## src/vref_ctrl_pkg.sv

```systemverilog
// package: register map, field layout and reset values for the reference control
package vref_ctrl_pkg;
  localparam logic [11:0] ADDR_PORT_A_DIR = 12'h214;
  localparam logic [11:0] ADDR_REF_CTRL = 12'h27c;
  localparam int PORT_A_DIR_INDEX = 'h85;
  localparam int REF_CTRL_INDEX = 'h9f;
  localparam logic [7:0] PORT_A_DIR_RESET = 8'h1f;
  localparam logic [7:0] PORT_A_DIR_MASK = 8'h1f;
  localparam logic [7:0] REF_CTRL_RESET = 8'h00;
  localparam logic [7:0] REF_CTRL_MASK = 8'hef;
  localparam int REF_ON_BIT = 7;
  localparam int REF_PIN_OUT_EN_BIT = 6;
  localparam int REF_RANGE_SEL_BIT = 5;
  localparam int REF_TAP_LSB = 0;
  localparam int REF_TAP_W = 4;
  localparam int PIN2_TRISTATE_BIT = 2;
endpackage

```

## src/vref_ctrl.sv

```systemverilog
// reference control block with apb register slave
//
// Added by the designer: register access over APB.
`timescale 1ns/1ps
`default_nettype none

// Overview of operation
// any reset clears the reference enable bit, switching the reference off.
// any reset clears the pin output enable bit, disconnecting the pin.
// any reset clears the range select bit, selecting the high range.
// any reset clears the four tap select bits.
// waking from sleep leaves all control fields unchanged.
// reference reaches the pin only when pin2 tristate and pin output enable set.
// enable, range and tap never depend on comparator mode.
// unimplemented bits ignore writes and read as zero.
// software should clear the enable bit before sleep.
// ladder controls are static levels changing only on write or reset.
// range bit one selects low range, zero selects high range.
module vref_ctrl
  import vref_ctrl_pkg::*;
(
  // clock and reset
  input wire logic clk_sys_i,
  input wire logic resetn_i,
  // apb slave
  input wire logic psel_i,
  input wire logic penable_i,
  input wire logic pwrite_i,
  input wire logic [11:0] paddr_i,
  input wire logic [31:0] pwdata_i,
  input wire logic [3:0] pstrb_i,
  output logic [31:0] prdata_o,
  output logic pready_o,
  output logic pslverr_o,
  // analog ladder controls
  output logic ref_on_o,
  output logic ref_low_range_o,
  output logic [REF_TAP_W-1:0] ref_tap_sel_o,
  // shared pin routing
  output logic shared_ref_pin_connect_o,
  output logic [4:0] port_a_direction_o
);

  // ----------------------------------------
  // widths and lane positions
  // ----------------------------------------
  localparam int REG_W = 8;
  localparam int DIR_W = 5;
  localparam int DATA_W = 32;
  localparam int PAD_W = DATA_W - REG_W;
  localparam int LANE0 = 0;

  // ----------------------------------------
  // bus decode
  // ----------------------------------------
  logic access;
  logic hit_ref;
  logic hit_dir;
  logic hit_any;
  logic lane0_en;
  logic wr_ref;
  logic wr_dir;
  logic rd_ref;
  logic rd_dir;
  logic [REG_W-1:0] wr_byte;

  // closing cycle of an access never starts a second one
  assign access = psel_i & penable_i & ~pready_o;
  assign hit_ref = (paddr_i == ADDR_REF_CTRL);
  assign hit_dir = (paddr_i == ADDR_PORT_A_DIR);
  assign hit_any = hit_ref | hit_dir;
  // only the low byte lane carries register bits
  assign lane0_en = pstrb_i[LANE0];
  assign wr_ref = access & pwrite_i & hit_ref & lane0_en;
  assign wr_dir = access & pwrite_i & hit_dir & lane0_en;
  assign rd_ref = access & ~pwrite_i & hit_ref;
  assign rd_dir = access & ~pwrite_i & hit_dir;
  assign wr_byte = pwdata_i[REG_W-1:0];

  // ----------------------------------------
  // reference enable field
  // ----------------------------------------
  logic ref_on;
  logic next_ref_on;

  // no sleep input reaches this block, so a wake keeps every field
  always_comb begin
    next_ref_on = ref_on;
    if (wr_ref) begin
      next_ref_on = wr_byte[REF_ON_BIT];
    end
  end

  always_ff @(posedge clk_sys_i or negedge resetn_i) begin
    if (!resetn_i) begin
      ref_on <= REF_CTRL_RESET[REF_ON_BIT];
    end else begin
      ref_on <= next_ref_on;
    end
  end

  // ----------------------------------------
  // pin output enable field
  // ----------------------------------------
  logic ref_pin_out_en;
  logic next_ref_pin_out_en;

  always_comb begin
    next_ref_pin_out_en = ref_pin_out_en;
    if (wr_ref) begin
      next_ref_pin_out_en = wr_byte[REF_PIN_OUT_EN_BIT];
    end
  end

  always_ff @(posedge clk_sys_i or negedge resetn_i) begin
    if (!resetn_i) begin
      ref_pin_out_en <= REF_CTRL_RESET[REF_PIN_OUT_EN_BIT];
    end else begin
      ref_pin_out_en <= next_ref_pin_out_en;
    end
  end

  // ----------------------------------------
  // range select field
  // ----------------------------------------
  logic ref_range_sel;
  logic next_ref_range_sel;

  always_comb begin
    next_ref_range_sel = ref_range_sel;
    if (wr_ref) begin
      next_ref_range_sel = wr_byte[REF_RANGE_SEL_BIT];
    end
  end

  always_ff @(posedge clk_sys_i or negedge resetn_i) begin
    if (!resetn_i) begin
      ref_range_sel <= REF_CTRL_RESET[REF_RANGE_SEL_BIT];
    end else begin
      ref_range_sel <= next_ref_range_sel;
    end
  end

  // ----------------------------------------
  // tap select field
  // ----------------------------------------
  logic [REF_TAP_W-1:0] ref_tap_sel;
  logic [REF_TAP_W-1:0] next_ref_tap_sel;

  always_comb begin
    next_ref_tap_sel = ref_tap_sel;
    if (wr_ref) begin
      next_ref_tap_sel = wr_byte[REF_TAP_LSB +: REF_TAP_W];
    end
  end

  always_ff @(posedge clk_sys_i or negedge resetn_i) begin
    if (!resetn_i) begin
      ref_tap_sel <= REF_CTRL_RESET[REF_TAP_LSB +: REF_TAP_W];
    end else begin
      ref_tap_sel <= next_ref_tap_sel;
    end
  end

  // ----------------------------------------
  // port direction bits
  // ----------------------------------------
  logic [DIR_W-1:0] pin_dir;
  logic [DIR_W-1:0] next_pin_dir;

  // only the low five bits are stored; the rest cost nothing and read zero
  always_comb begin
    next_pin_dir = pin_dir;
    if (wr_dir) begin
      next_pin_dir = wr_byte[DIR_W-1:0];
    end
  end

  always_ff @(posedge clk_sys_i or negedge resetn_i) begin
    if (!resetn_i) begin
      pin_dir <= PORT_A_DIR_RESET[DIR_W-1:0];
    end else begin
      pin_dir <= next_pin_dir;
    end
  end

  // ----------------------------------------
  // register read views
  // ----------------------------------------
  logic [REG_W-1:0] ref_ctrl_reg;
  logic [REG_W-1:0] port_a_direction;

  // unimplemented bits are never stored, so writes to them are lost
  always_comb begin
    ref_ctrl_reg = '0;
    ref_ctrl_reg[REF_ON_BIT] = ref_on;
    ref_ctrl_reg[REF_PIN_OUT_EN_BIT] = ref_pin_out_en;
    ref_ctrl_reg[REF_RANGE_SEL_BIT] = ref_range_sel;
    ref_ctrl_reg[REF_TAP_LSB +: REF_TAP_W] = ref_tap_sel;
  end

  always_comb begin
    port_a_direction = '0;
    port_a_direction[DIR_W-1:0] = pin_dir;
  end

  // ----------------------------------------
  // bus handshake
  // ----------------------------------------
  logic next_pready;
  logic next_pslverr;

  // exactly one wait state on every access, mapped or not
  always_comb begin
    next_pready = 1'b0;
    next_pslverr = 1'b0;
    if (access) begin
      next_pready = 1'b1;
      next_pslverr = ~hit_any;
    end
  end

  always_ff @(posedge clk_sys_i or negedge resetn_i) begin
    if (!resetn_i) begin
      pready_o <= 1'b0;
      pslverr_o <= 1'b0;
    end else begin
      pready_o <= next_pready;
      pslverr_o <= next_pslverr;
    end
  end

  // ----------------------------------------
  // read data
  // ----------------------------------------
  logic [DATA_W-1:0] next_prdata;

  // zero outside the answer cycle, so stale data never lingers on the bus
  always_comb begin
    next_prdata = '0;
    if (rd_ref) begin
      next_prdata = {{PAD_W{1'b0}}, ref_ctrl_reg};
    end else if (rd_dir) begin
      next_prdata = {{PAD_W{1'b0}}, port_a_direction};
    end
  end

  always_ff @(posedge clk_sys_i or negedge resetn_i) begin
    if (!resetn_i) begin
      prdata_o <= '0;
    end else begin
      prdata_o <= next_prdata;
    end
  end

  // ----------------------------------------
  // ladder controls
  // ----------------------------------------
  logic next_ladder_on;
  logic next_ladder_low;
  logic [REF_TAP_W-1:0] next_ladder_tap;

  // fed from next field values, so the ladder moves on the write edge itself
  // no comparator mode input exists, so these levels cannot depend on it
  always_comb begin
    next_ladder_on = next_ref_on;
    next_ladder_low = next_ref_range_sel;
    next_ladder_tap = next_ref_tap_sel;
  end

  always_ff @(posedge clk_sys_i or negedge resetn_i) begin
    if (!resetn_i) begin
      ref_on_o <= REF_CTRL_RESET[REF_ON_BIT];
      ref_low_range_o <= REF_CTRL_RESET[REF_RANGE_SEL_BIT];
      ref_tap_sel_o <= REF_CTRL_RESET[REF_TAP_LSB +: REF_TAP_W];
    end else begin
      ref_on_o <= next_ladder_on;
      ref_low_range_o <= next_ladder_low;
      ref_tap_sel_o <= next_ladder_tap;
    end
  end

  // ----------------------------------------
  // shared pin routing
  // ----------------------------------------
  logic next_pin_connect;
  logic [DIR_W-1:0] next_dir_copy;

  // both conditions needed; either one alone leaves the pin to port logic
  always_comb begin
    next_pin_connect = next_ref_pin_out_en & next_pin_dir[PIN2_TRISTATE_BIT];
    next_dir_copy = next_pin_dir;
  end

  always_ff @(posedge clk_sys_i or negedge resetn_i) begin
    if (!resetn_i) begin
      shared_ref_pin_connect_o <= REF_CTRL_RESET[REF_PIN_OUT_EN_BIT]
                                  & PORT_A_DIR_RESET[PIN2_TRISTATE_BIT];
      port_a_direction_o <= PORT_A_DIR_RESET[DIR_W-1:0];
    end else begin
      shared_ref_pin_connect_o <= next_pin_connect;
      port_a_direction_o <= next_dir_copy;
    end
  end

endmodule
`default_nettype wire

```

## config.mk

```make
export PLATFORM = sky130hd
export DESIGN_NAME = vref_ctrl
export DESIGN_NICKNAME = d
export VERILOG_FILES = /design/src/vref_ctrl_pkg.sv /design/src/vref_ctrl.sv
export SDC_FILE = /design/constraint.sdc
export NUM_CORES = 1
export LEC_CHECK = 0
export ABC_AREA = 1
export BUFFER_PORTS_ARGS = -buffer_cell sky130_fd_sc_hd__buf_2
export CAP_MARGIN = 30
export CORE_ASPECT_RATIO = 0.8
export CORE_MARGIN = 5
export CORE_UTILIZATION = 35
export DETAILED_ROUTE_END_ITERATION = 10
export PLACE_DENSITY = 0.83
export SLEW_MARGIN = 0
export SYNTH_ARGS = -nofsm -noshare
export SYNTH_HDL_FRONTEND = slang
export SYNTH_SLANG_ARGS = --single-unit
```

## constraint.sdc

```tcl
create_clock -name clk_sys_i -period 1.1 [get_ports clk_sys_i]
set_input_delay 0.055 -clock clk_sys_i [delete_from_list [all_inputs] [get_ports clk_sys_i]]
set_output_delay 0.055 -clock clk_sys_i [all_outputs]
set_load 0.03 [all_outputs]
```

==> metrics.md, run 1 <==
| Metric | Value |
|---|---|
| Status | finished, violations left |
| Violations in the final reports | negative hold slack, negative setup slack |
| Pwr/cell area | 947 nW/um^2 |
| H-Tree Depth | 1 |
| Vias in the first global route | 1050 |
| Worst hold start | pwdata_i[0] |
| DRC Markers | 0 |
| R2R setup slack | -0.14 ns |
| CTS tree | built |
| Final slew viol count | 0 |
| Seq/Total Area, Yosys | 43.8% |
| Final #Nets | 278 |
| Initial DRC count | 26 |
| Critical Path End Type | flop |
| Worst-Margin Slew | 0.508 ns |
| Startpoint Class | flop |
| Static Leak | 1.00 nW |
| Post-synth ARST share | 100% |
| Placed insts | around 260 |
| Largest net degree at the start of global routing | 24 |
| Cts bufs inserted | 3 |
| Period utilisation layout | 113% |
| Peak Freq | 804 MHz |
| Hold path endpoint | pin_dir[0] |
| Peak supply drop | 0.539 mV |
| Yosys top cell area share | about a third |
| Final setup vio count | 20 |
| Placed wire-length estimate | 2.50 mm |
| Die W | 78.9 um |
| Post-Layout Cell Count | 268 |
| Most common cell in the netlist | nand2_1 |
| Logic gate share of total power | 17.5% |
| Critical path class | reg -> reg |
| Root buf cell | clkbuf_8 |
| I/O pin count | 99 |
| Internal | 1.18 mW |
| Sequential share of power | around half |
| # fillers | 366 |
| Final critical-path required period | 1.24 ns |
| Worst Hold Margin | -0.00212 ns |
| First-pass GRT wire length | roughly 4.6 mm |
| Most frequent cells after synthesis | 43 x nand2_1, 24 x buf_4, 24 x inv_1 |
| Synthesized netlist cell count | 163 |
| Worst r2r dst | ref_pin_out_en |
| Buffers on Ports | 47 |
| Dominant synthesized flop cell | dfrtp_1 |
| Initial core utilization | 35.6% |
| GRT overflow | 0 |
| Via count | 1138 |
| P_sw | 470 uW |
| Worst hold-check path type | in -> reg |
| Cell count of the worst reg-to-reg path | 7 |
| Diodes inserted | 0 |
| Core area | 3730 um^2 |
| Yosys Warn Count | 0 |
| Clock-pin slew on the worst setup and hold paths | 0.08 ns |
| Syn-to-layout area delta | 31.5% |
| Antenna viol nets, final | 0 |
| Hold depth | 3 |
| Worst-skew pair later-pin latency | 0.26 ns |
| Multi-input logic area | 629 um^2 |
| Critical Path RT | around 1.3 ns |
| GRT Util Overall | between 10% and 20% |
| Number of enable flip-flop cells after synthesis | 0 |
| MaxCap Viol Count | 0 |
| Die area | 5140 um^2 |
| Average routed wire per standard cell | 11.5 um |
| Synthesized area | 1330 um^2 |
| Antenna violations before repair | 0 |
| Clock sinks | 23 |
| Synthesized flop and latch total | 23 |
| Register area | roughly 580 um^2 |
| Top cells by area, synth | dfrtp_1 34%, buf_4 14%, nand2_1 12%, dfstp_2 9.9%, inv_1 6.8% |
| Share of post-route cells with drive strength above 1 | 44.2% |
| Crit Path Max Fanout | 4 |
| Synthesized area per cell | between 8 and 9 um^2 |
| Die Ht | 65.1 um |
| Vias/cell | between 4 and 5 |
| Arrival @ worst endpoint | about 1.4 ns |
| FF-to-FF Start | pready_o |
| Longest Clk Path Bufs | 2 |
| Net Sw Frac | between 20 and 30% |
| Setup ws final | -0.144 ns |
| Place WS | -0.129 ns |
| Post-synth top area cell | dfrtp_1 |
| Endpoints failing hold | 2 |
| Synth cell types | 21 |
| Clock power share | 31.0% |
| Row count | 20 |
| Clock Skew | 0.00520 ns |
| Drt total wl | 3.10 mm |
| Final GP Congestion | 0.790 |
| 1st-pass router iterations | 4 |
| RSZ-0062 raised after global routing | true |
| Slew headroom | around two thirds |
## per-stage QoR
stage / power (mW) / area [um^2] / TNS [ns] / utilization, %
floorplan: 1.10 / 1430 / -1.75 / -
global placement: 1.12 / 1560 / -0.568 / 41.9
detailed placement: 1.13 / 1560 / -1.16 / 41.9
CTS: 1.65 / 1670 / -1.03 / 44.7
global route: 1.72 / 1750 / -3.31 / 46.8
finish: 1.65 / 1750 / -1.79 / 46.8
## worst max-delay path, cell delays in order (launching register included)
cell and delay [ns]:
dfrtp_2 0.41, inv_2 0.07, nand3_4 0.08, nor2_4 0.19, buf_6 0.13, nand4_1 0.09, nand2_1 0.12, inv_1 0.05
## how the worst max path moves through the flow
stage | from | endpoint | depth (start not counted)
final | pready_o | ref_pin_out_en | 7
after global routing | pready_o | shared_ref_pin_connect_o | 8
after CTS | pready_o | ref_tap_sel_o[3] | 8
after detailed placement | pready_o | ref_tap_sel_o[1] | 8
after global placement | pready_o | ref_tap_sel_o[2] | 8
after floorplan | pready_o | ref_tap_sel_o[0] | 8
## cell usage in the layout, fill, tap and decap left out, types with 3 or more instances in the layout
cell type,Yosys,final
nor2_4,1,5
inv_2,2,3
dfstp_2,5,5
conb_1,1,24
nand4_1,7,7
nor2_2,5,5
buf_2,0,45
inv_1,24,22
dfrtp_1,18,17
clkbuf_8,0,3
nor2_1,11,8
nand2_1,43,37
o21ai_1,0,5
nand3_2,2,4
buf_4,24,8
nand2_2,2,8
## registers in the layout, indices dropped and copies added, names as in the netlist
signal	cells
ref_tap_sel_o	4
ref_low_range_o	1
prdata_o	8
ref_pin_out_en	1
pready_o	1
pin_dir	5
pslverr_o	1
shared_ref_pin_connect_o	1
ref_on_o	1
## power by group through the flow
stage	clock network, mW	registers, mW	logic (mW)
floorplan	0	0.878	0.224
global placement	0	0.868	0.256
detailed placement	0	0.869	0.259
CTS	0.522	0.853	0.273
global route	0.559	0.853	0.311
finish	0.513	0.852	0.289
## kinds of logic after synthesis
kind of cell    after synthesis  synth area share, %
compound gates                6                 2.26
buf+inv                      51                 21.4
flops                        23                 43.8
other cells                   1                0.282
simple gates                 82                 32.3
## repair_timing
item / CTS / global route
buffers inserted: 2 / 3
gates cloned: 1 / 0
pin swaps: 7 / 10
endpoints found under the setup margin: 17 / 21
endpoints found under the hold margin: 19 / 0
gates resized for setup: 5 / 25
hold buffers: 2 / 0
## metal layers
metal / global-route usage (%) / vias up / share of wire, %
met3: 4.11 / 2 / 6.8
li1: - / 573 / -
met2: 19.9 / 33 / 51
met4: 1.29 / 0 / 0.32
met5: 0 / - / 0
met1: 14.2 / 530 / 42
## layout make-up
type                            instances  area share, %
Tap cell                               44           3.15
Multi-Input combinational cell        113           36.0
Clock buffer                            4           2.58
Inverter                               27           6.09
Sequential cell                        23           33.4
Timing Repair Buffer                   57           18.8
Note: power is estimated with default switching activity, not from simulation.
==> run 2, diff against run 1 <==
- CORE_MARGIN: 5 -> unset
- REMOVE_ABC_BUFFERS: unset -> 1
==> metrics.md, run 2 (same netlist as run 1, synthesis figures left out) <==
| Metric | Value |
|---|---|
| Peak Freq | 834 MHz (was 804 MHz) |
| Period utilisation layout | 109% (was 113%) |
| Worst hold-check path type | in -> reg (unchanged) |
| Worst-skew pair later-pin latency | 0.26 ns (about the same) |
| Via count | 1143 (was 1138) |
| Die W | 70.9 um (was 78.9 um) |
| Static Leak | 1.01 nW (was 1.00 nW) |
| Row count | 19 (was 20) |
| Status | finished, violations left (unchanged) |
| Final critical-path required period | 1.20 ns (was 1.24 ns) |
| First-pass GRT wire length | 4.52 mm (was 4.56 mm) |
| I/O pin count | 99 (unchanged) |
| Cts bufs inserted | 3 (unchanged) |
| Share of post-route cells with drive strength above 1 | 42.2% (was 44.2%) |
| Regs by FF count | prdata_o: 8 flops, pin_dir: 5 flops, ref_tap_sel_o: 4 flops (unchanged) |
| Biggest register | prdata_o (unchanged) |
| Vias/cell | 4.28 (was 4.25) |
| Arrival @ worst endpoint | 1.39 ns (was 1.40 ns) |
| Critical Path RT | 1.29 ns (was 1.25 ns) |
| Critical path class | reg -> reg (unchanged) |
| Drt total wl | 2.96 mm (was 3.10 mm) |
| Largest net degree at the start of global routing | 24 (unchanged) |
| Violations in the final reports | design-rule violations, negative setup slack (was negative hold slack, negative setup slack) |
| CP Launch Point | pready_o (unchanged) |
| Peak supply drop | 0.496 mV (was 0.539 mV) |
| MaxCap Viol Count | 0 (unchanged) |
| Antenna violations before repair | 0 (unchanged) |
| Die Ht | 57.1 um (was 65.1 um) |
| Worst-path cell chain | inv_2 -> nand3_4 -> nor2_4 -> buf_4 -> nand3_4 -> nand2_2 -> o21ai_2 (was inv_2 -> nand3_4 -> nor2_4 -> buf_6 -> nand4_1 -> nand2_1 -> inv_1) |
| Most frequent cells in the layout | 45 x buf_2, 38 x nand2_1, 24 x conb_1 (was 45 x buf_2, 37 x nand2_1, 24 x conb_1) |
| Initial DRC count | 45 (was 26) |
| Clock sinks | 23 (unchanged) |
| Clock-pin slew on the worst setup and hold paths | 0.07 ns (was 0.08 ns) |
| Final #Nets | 279 (was 278) |
| Root buf cell | clkbuf_8 (unchanged) |
| Final setup vio count | 16 (was 20) |
| DRC Markers | 8 (was 0) |
| End of the critical path | pin_dir[0] (was ref_pin_out_en) |
| Setup ws final | -0.0990 ns (was -0.144 ns) |
| Endpoints failing hold | 0 (was 2) |
| Startpoint Class | flop (unchanged) |
| Final slew viol count | 0 (unchanged) |
| Most common cell after layout, fill and taps aside | buf_2 (unchanged) |
| Longest Clk Path Bufs | 2 (unchanged) |
| Crit Path Max Fanout | 8 (was 4) |
| Place WS | -0.139 ns (was -0.129 ns) |
| Max FFs per register | 8 (unchanged) |
| Initial core utilization | 37.8% (was 35.6%) |
| Average routed wire per standard cell | 11.1 um (was 11.5 um) |
| Worst Hold Margin | 0.0119 ns (was -0.00212 ns) |
| FF-to-FF Start | pready_o (unchanged) |
| Critical Path End Type | flop (unchanged) |
| Slowest CP cell | dfrtp_1 (was dfrtp_2) |
| Placed wire-length estimate | 2.23 mm (was 2.50 mm) |
| RSZ-0062 raised after global routing | true (unchanged) |
| Worst r2r dst | pin_dir[0] (was ref_pin_out_en) |
| Pwr/cell area | 943 nW/um^2 (was 947 nW/um^2) |
| Top cell by count, worst path | nand3_4 |
| Buffers on Ports | 47 (unchanged) |
| Diodes inserted | 0 (unchanged) |
| CTS tree | built (unchanged) |
| GRT Util Overall | 14.6% (was 11.5%) |
| # fillers | 357 (was 366) |
| Total Power | 1.65 mW (about the same) |
| Final GP Congestion | 0.803 (was 0.790) |
| 1st-pass router iterations | 7 (was 4) |
| Vias in the first global route | 1061 (was 1050) |
| Die area | 4050 um^2 (was 5140 um^2) |
| R2R setup slack | -0.1 ns (was -0.14 ns) |
| H-Tree Depth | 1 (unchanged) |
| Clock Skew | 0.00139 ns (was 0.00520 ns) |
| Core area | 3520 um^2 (was 3730 um^2) |
| GRT overflow | 0 (unchanged) |
| Syn-to-layout area delta | 31.7% (was 31.5%) |
| Antenna viol nets, final | 0 (unchanged) |
| Cell count of the worst reg-to-reg path | 7 (unchanged) |
| Max incr delay on CP | 0.39 ns (was 0.41 ns) |
==> run 2: through the flow <==
stage               std cells  TNS [ns]  cell area (um^2)  utilization (%)
finish                    267    -0.808              1750             49.8
CTS                       267    -0.671              1700             48.2
floorplan                 162     -3.37              1230                -
global route              267     -2.26              1750             49.8
detailed placement        256     -1.42              1560             44.3
global placement          256    -0.834              1560             44.3
==> run 2: where the power goes <==
part	total (mW)	leakage, nW	switching [mW]	internal (mW)
logic	0.291	0.705	0.215	0.0759
registers	0.852	0.281	0.00195	0.850
clock network	0.507	0.0228	0.248	0.258
==> run 2: worst max-delay path, delay by kind of cell (launching register included) <==
kind	cells	cell delay (ns)
buf+inv	2	0.20
flops	1	0.39
compound gates	1	0.06
simple gates	4	0.47
==> run 2: layer usage <==
metal | vias up | GRT usage [%] | wire (um)
li1 | 577 | - | -
met1 | 522 | 17.5 | 1260
met2 | 42 | 26.0 | 1500
met3 | 2 | 4.95 | 183
met4 | 0 | 2.29 | 15
met5 | - | 0 | 0
==> run 2: cell type report <==
type / instances / area (um^2) / area share, %
multi-input combinational: 113 / 627 / 35.8
clock buffer: 4 / 45.0 / 2.57
tap: 42 / 52.6 / 3.00
inverter: 27 / 104 / 5.93
sequential: 23 / 582 / 33.2
timing repair buffer: 58 / 340 / 19.4
==> run 2: worst min path at each step <==
stage | startpoint | slack, ns | end | cells past startpoint
2_1_floorplan | resetn_i | -0.24 | prdata_o[0] | 0
3_3_place_gp | resetn_i | 0.03 | prdata_o[5] | 1
3_5_place_dp | resetn_i | 0.05 | prdata_o[6] | 1
4_1_cts | pwdata_i[0] | 0.000008 | pin_dir[0] | 3
5_1_grt | pwdata_i[0] | 0.02 | ref_tap_sel_o[0] | 3
6_report | pwdata_i[7] | 0.01 | ref_on_o | 3
==> run 2: repair_timing <==
item	in CTS	in global routing
endpoints found under the setup margin	17	21
hold buffers	4	0
pin swaps	4	5
setup buffers	2	0
endpoints found under the hold margin	21	0
gates resized for setup	9	17
gates cloned	1	0
==> run 3, diff against run 2 <==
- CORE_MARGIN: unset -> 1
- CORE_UTILIZATION: 35 -> 36
- PLACE_DENSITY: 0.83 -> 0.85
- TNS_END_PERCENT: unset -> 50
==> metrics.md, run 3 (same netlist as run 1, synthesis figures left out) <==
| Metric | Value |
|---|---|
| Status | finished, violations left (unchanged) |
| Violations in the final reports | negative setup slack (was design-rule violations, negative setup slack) |
| # fillers | 355 (was 357) |
| Diodes inserted | 0 (unchanged) |
| Final critical-path required period | 1.17 ns (was 1.20 ns) |
| Crit Path Max Fanout | 4 (was 8) |
| Via count | 1123 (was 1143) |
| Antenna violations before repair | 0 (unchanged) |
| Vias/cell | 4.25 (was 4.28) |
| Worst Hold Margin | 0.00203 ns (was 0.0119 ns) |
| Register area | 582 um^2 (unchanged) |
| MaxCap Viol Count | 0 (unchanged) |
| Regs by FF count | prdata_o: 8 flops, pin_dir: 5 flops, ref_tap_sel_o: 4 flops (unchanged) |
| Die W | 69.9 um (was 70.9 um) |
| Setup ws final | -0.0744 ns (was -0.0990 ns) |
| Pwr/cell area | 985 nW/um^2 (was 943 nW/um^2) |
| Final design utilization | 48.3% (was 49.8%) |
| Critical Path End Type | flop (unchanged) |
| GRT overflow | 0 (unchanged) |
| Period utilisation layout | 107% (was 109%) |
| Worst hold-check path type | in -> reg (unchanged) |
| Clock sinks | 23 (unchanged) |
| Buffers on Ports | 47 (unchanged) |
| Peak supply drop | 0.622 mV (was 0.496 mV) |
| Worst r2r dst | shared_ref_pin_connect_o (was pin_dir[0]) |
| End of the critical path | shared_ref_pin_connect_o (was pin_dir[0]) |
| First-pass GRT wire length | 4.57 mm (was 4.52 mm) |
| Share of post-route cells with drive strength above 1 | 39.2% (was 42.2%) |
| CTS tree | built (unchanged) |
| Worst-skew pair later-pin latency | 0.26 ns (about the same) |
| Clock Skew | 0.000896 ns (was 0.00139 ns) |
| Clock-pin slew on the worst setup and hold paths | 0.08 ns (was 0.07 ns) |
| Die Ht | 56.3 um (was 57.1 um) |
| Cts bufs inserted | 3 (unchanged) |
| Syn-to-layout area delta | 26.2% (was 31.7%) |
| Cell count of the worst reg-to-reg path | 8 (was 7) |
| I/O pin count | 99 (unchanged) |
| GRT Util Overall | 14.9% (was 14.6%) |
| R2R setup slack | -0.07 ns (was -0.1 ns) |
| Biggest register | prdata_o (unchanged) |
| Average routed wire per standard cell | 10.6 um (was 11.1 um) |
| Endpoints failing hold | 0 (unchanged) |
| Startpoint Class | flop (unchanged) |
| Multi-input logic area | 586 um^2 (was 627 um^2) |
| Most common cell after layout, fill and taps aside | buf_2 (unchanged) |
| Core area | 3470 um^2 (was 3520 um^2) |
| Largest net degree at the start of global routing | 24 (unchanged) |
| Final slew viol count | 0 (unchanged) |
| Antenna viol nets, final | 0 (unchanged) |
| Die area | 3940 um^2 (was 4050 um^2) |
| 1st-pass router iterations | 4 (was 7) |
| Longest Clk Path Bufs | 2 (unchanged) |
| Final #Nets | 276 (was 279) |
| Root buf cell | clkbuf_8 (unchanged) |
| Final setup TNS | -0.615 ns (was -0.808 ns) |
| Critical path class | reg -> reg (unchanged) |
| Static Leak | 0.991 nW (was 1.01 nW) |
| DRC Markers | 0 (was 8) |
| Peak Freq | 851 MHz (was 834 MHz) |
| Max FFs per register | 8 (unchanged) |
| FF-to-FF Start | pready_o (unchanged) |
| Drt total wl | 2.80 mm (was 2.96 mm) |
| Critical Path RT | 1.30 ns (was 1.29 ns) |
| Placed wire-length estimate | 2.19 mm (was 2.23 mm) |
| Arrival @ worst endpoint | 1.38 ns (was 1.39 ns) |
| H-Tree Depth | 1 (unchanged) |
| Final setup vio count | 16 (unchanged) |
| Vias in the first global route | 999 (was 1061) |
| Most frequent cells in the layout | 46 x buf_2, 40 x nand2_1, 24 x conb_1 (was 45 x buf_2, 38 x nand2_1, 24 x conb_1) |
| Row count | 19 (unchanged) |
| Final GP Congestion | 0.796 (was 0.803) |
| RSZ-0062 raised after global routing | true (unchanged) |
| CP Launch Point | pready_o (unchanged) |
| Initial DRC count | 31 (was 45) |
| Initial core utilization | 38.3% (was 37.8%) |
-- run 3: worst min-delay path by stage --
stage                     start           to  slack, ns  cells past startpoint
finish              pwdata_i[7]     ref_on_o      0.002                      3
global route        pwdata_i[7]     ref_on_o       0.01                      3
CTS                 pwdata_i[7]     ref_on_o      0.002                      3
detailed placement     resetn_i  prdata_o[6]       0.05                      1
global placement       resetn_i  prdata_o[6]       0.04                      1
floorplan              resetn_i  prdata_o[0]      -0.24                      0
-- run 3: where the power goes --
group	switching (mW)	internal (mW)	leakage [nW]
Sequential	0.00187	0.850	0.281
Combinational	0.208	0.0687	0.685
Clock	0.269	0.253	0.0255
Total	0.479	1.17	0.991
-- run 3: per-stage QoR --
stage	setup slack (ns)	area, um^2	power, mW	std cells
floorplan	-0.283	1230	1.03	162
global placement	-0.0816	1550	1.12	255
detailed placement	-0.141	1550	1.12	255
CTS	-0.0664	1660	1.66	264
global route	-0.158	1680	1.73	264
finish	-0.0744	1680	1.65	264
-- run 3: critical path, cell delays in order, from the launching register on --
cell     delay, ns
dfrtp_1       0.39
inv_2         0.07
nand3_4       0.09
nor2_4        0.15
buf_6         0.13
nand3_2       0.07
nand2_2       0.07
nand2_2       0.06
nor2_1        0.10
-- run 3: layer usage --
| layer | GRT usage (%) | share of wire (%) | up-vias |
|---|---|---|---|
| met1 | 20.7 | 46 | 513 |
| li1 | - | - | 567 |
| met3 | 5.75 | 7.6 | 0 |
| met5 | 0 | 0 | - |
| met4 | 2.00 | 0 | 0 |
| met2 | 22.5 | 47 | 43 |
-- run 3: cell type report --
type / count / area share, %
Inverter: 27 / 6.19
Clock buffer: 3 / 2.46
Tap cell: 42 / 3.13
Timing Repair Buffer: 55 / 18.3
Multi-Input combinational cell: 113 / 34.9
Sequential cell: 23 / 34.7
Clock inverter: 1 / 0.299
-- run 3: what timing repair did --
action,4_1_cts,5_1_grt
pin swaps,2,4
cloned,1,0
buffers inserted,2,0
hold buffers,2,0
gates resized for setup,4,7
endpoints found under the setup margin,19,22
endpoints found under the hold margin,19,0
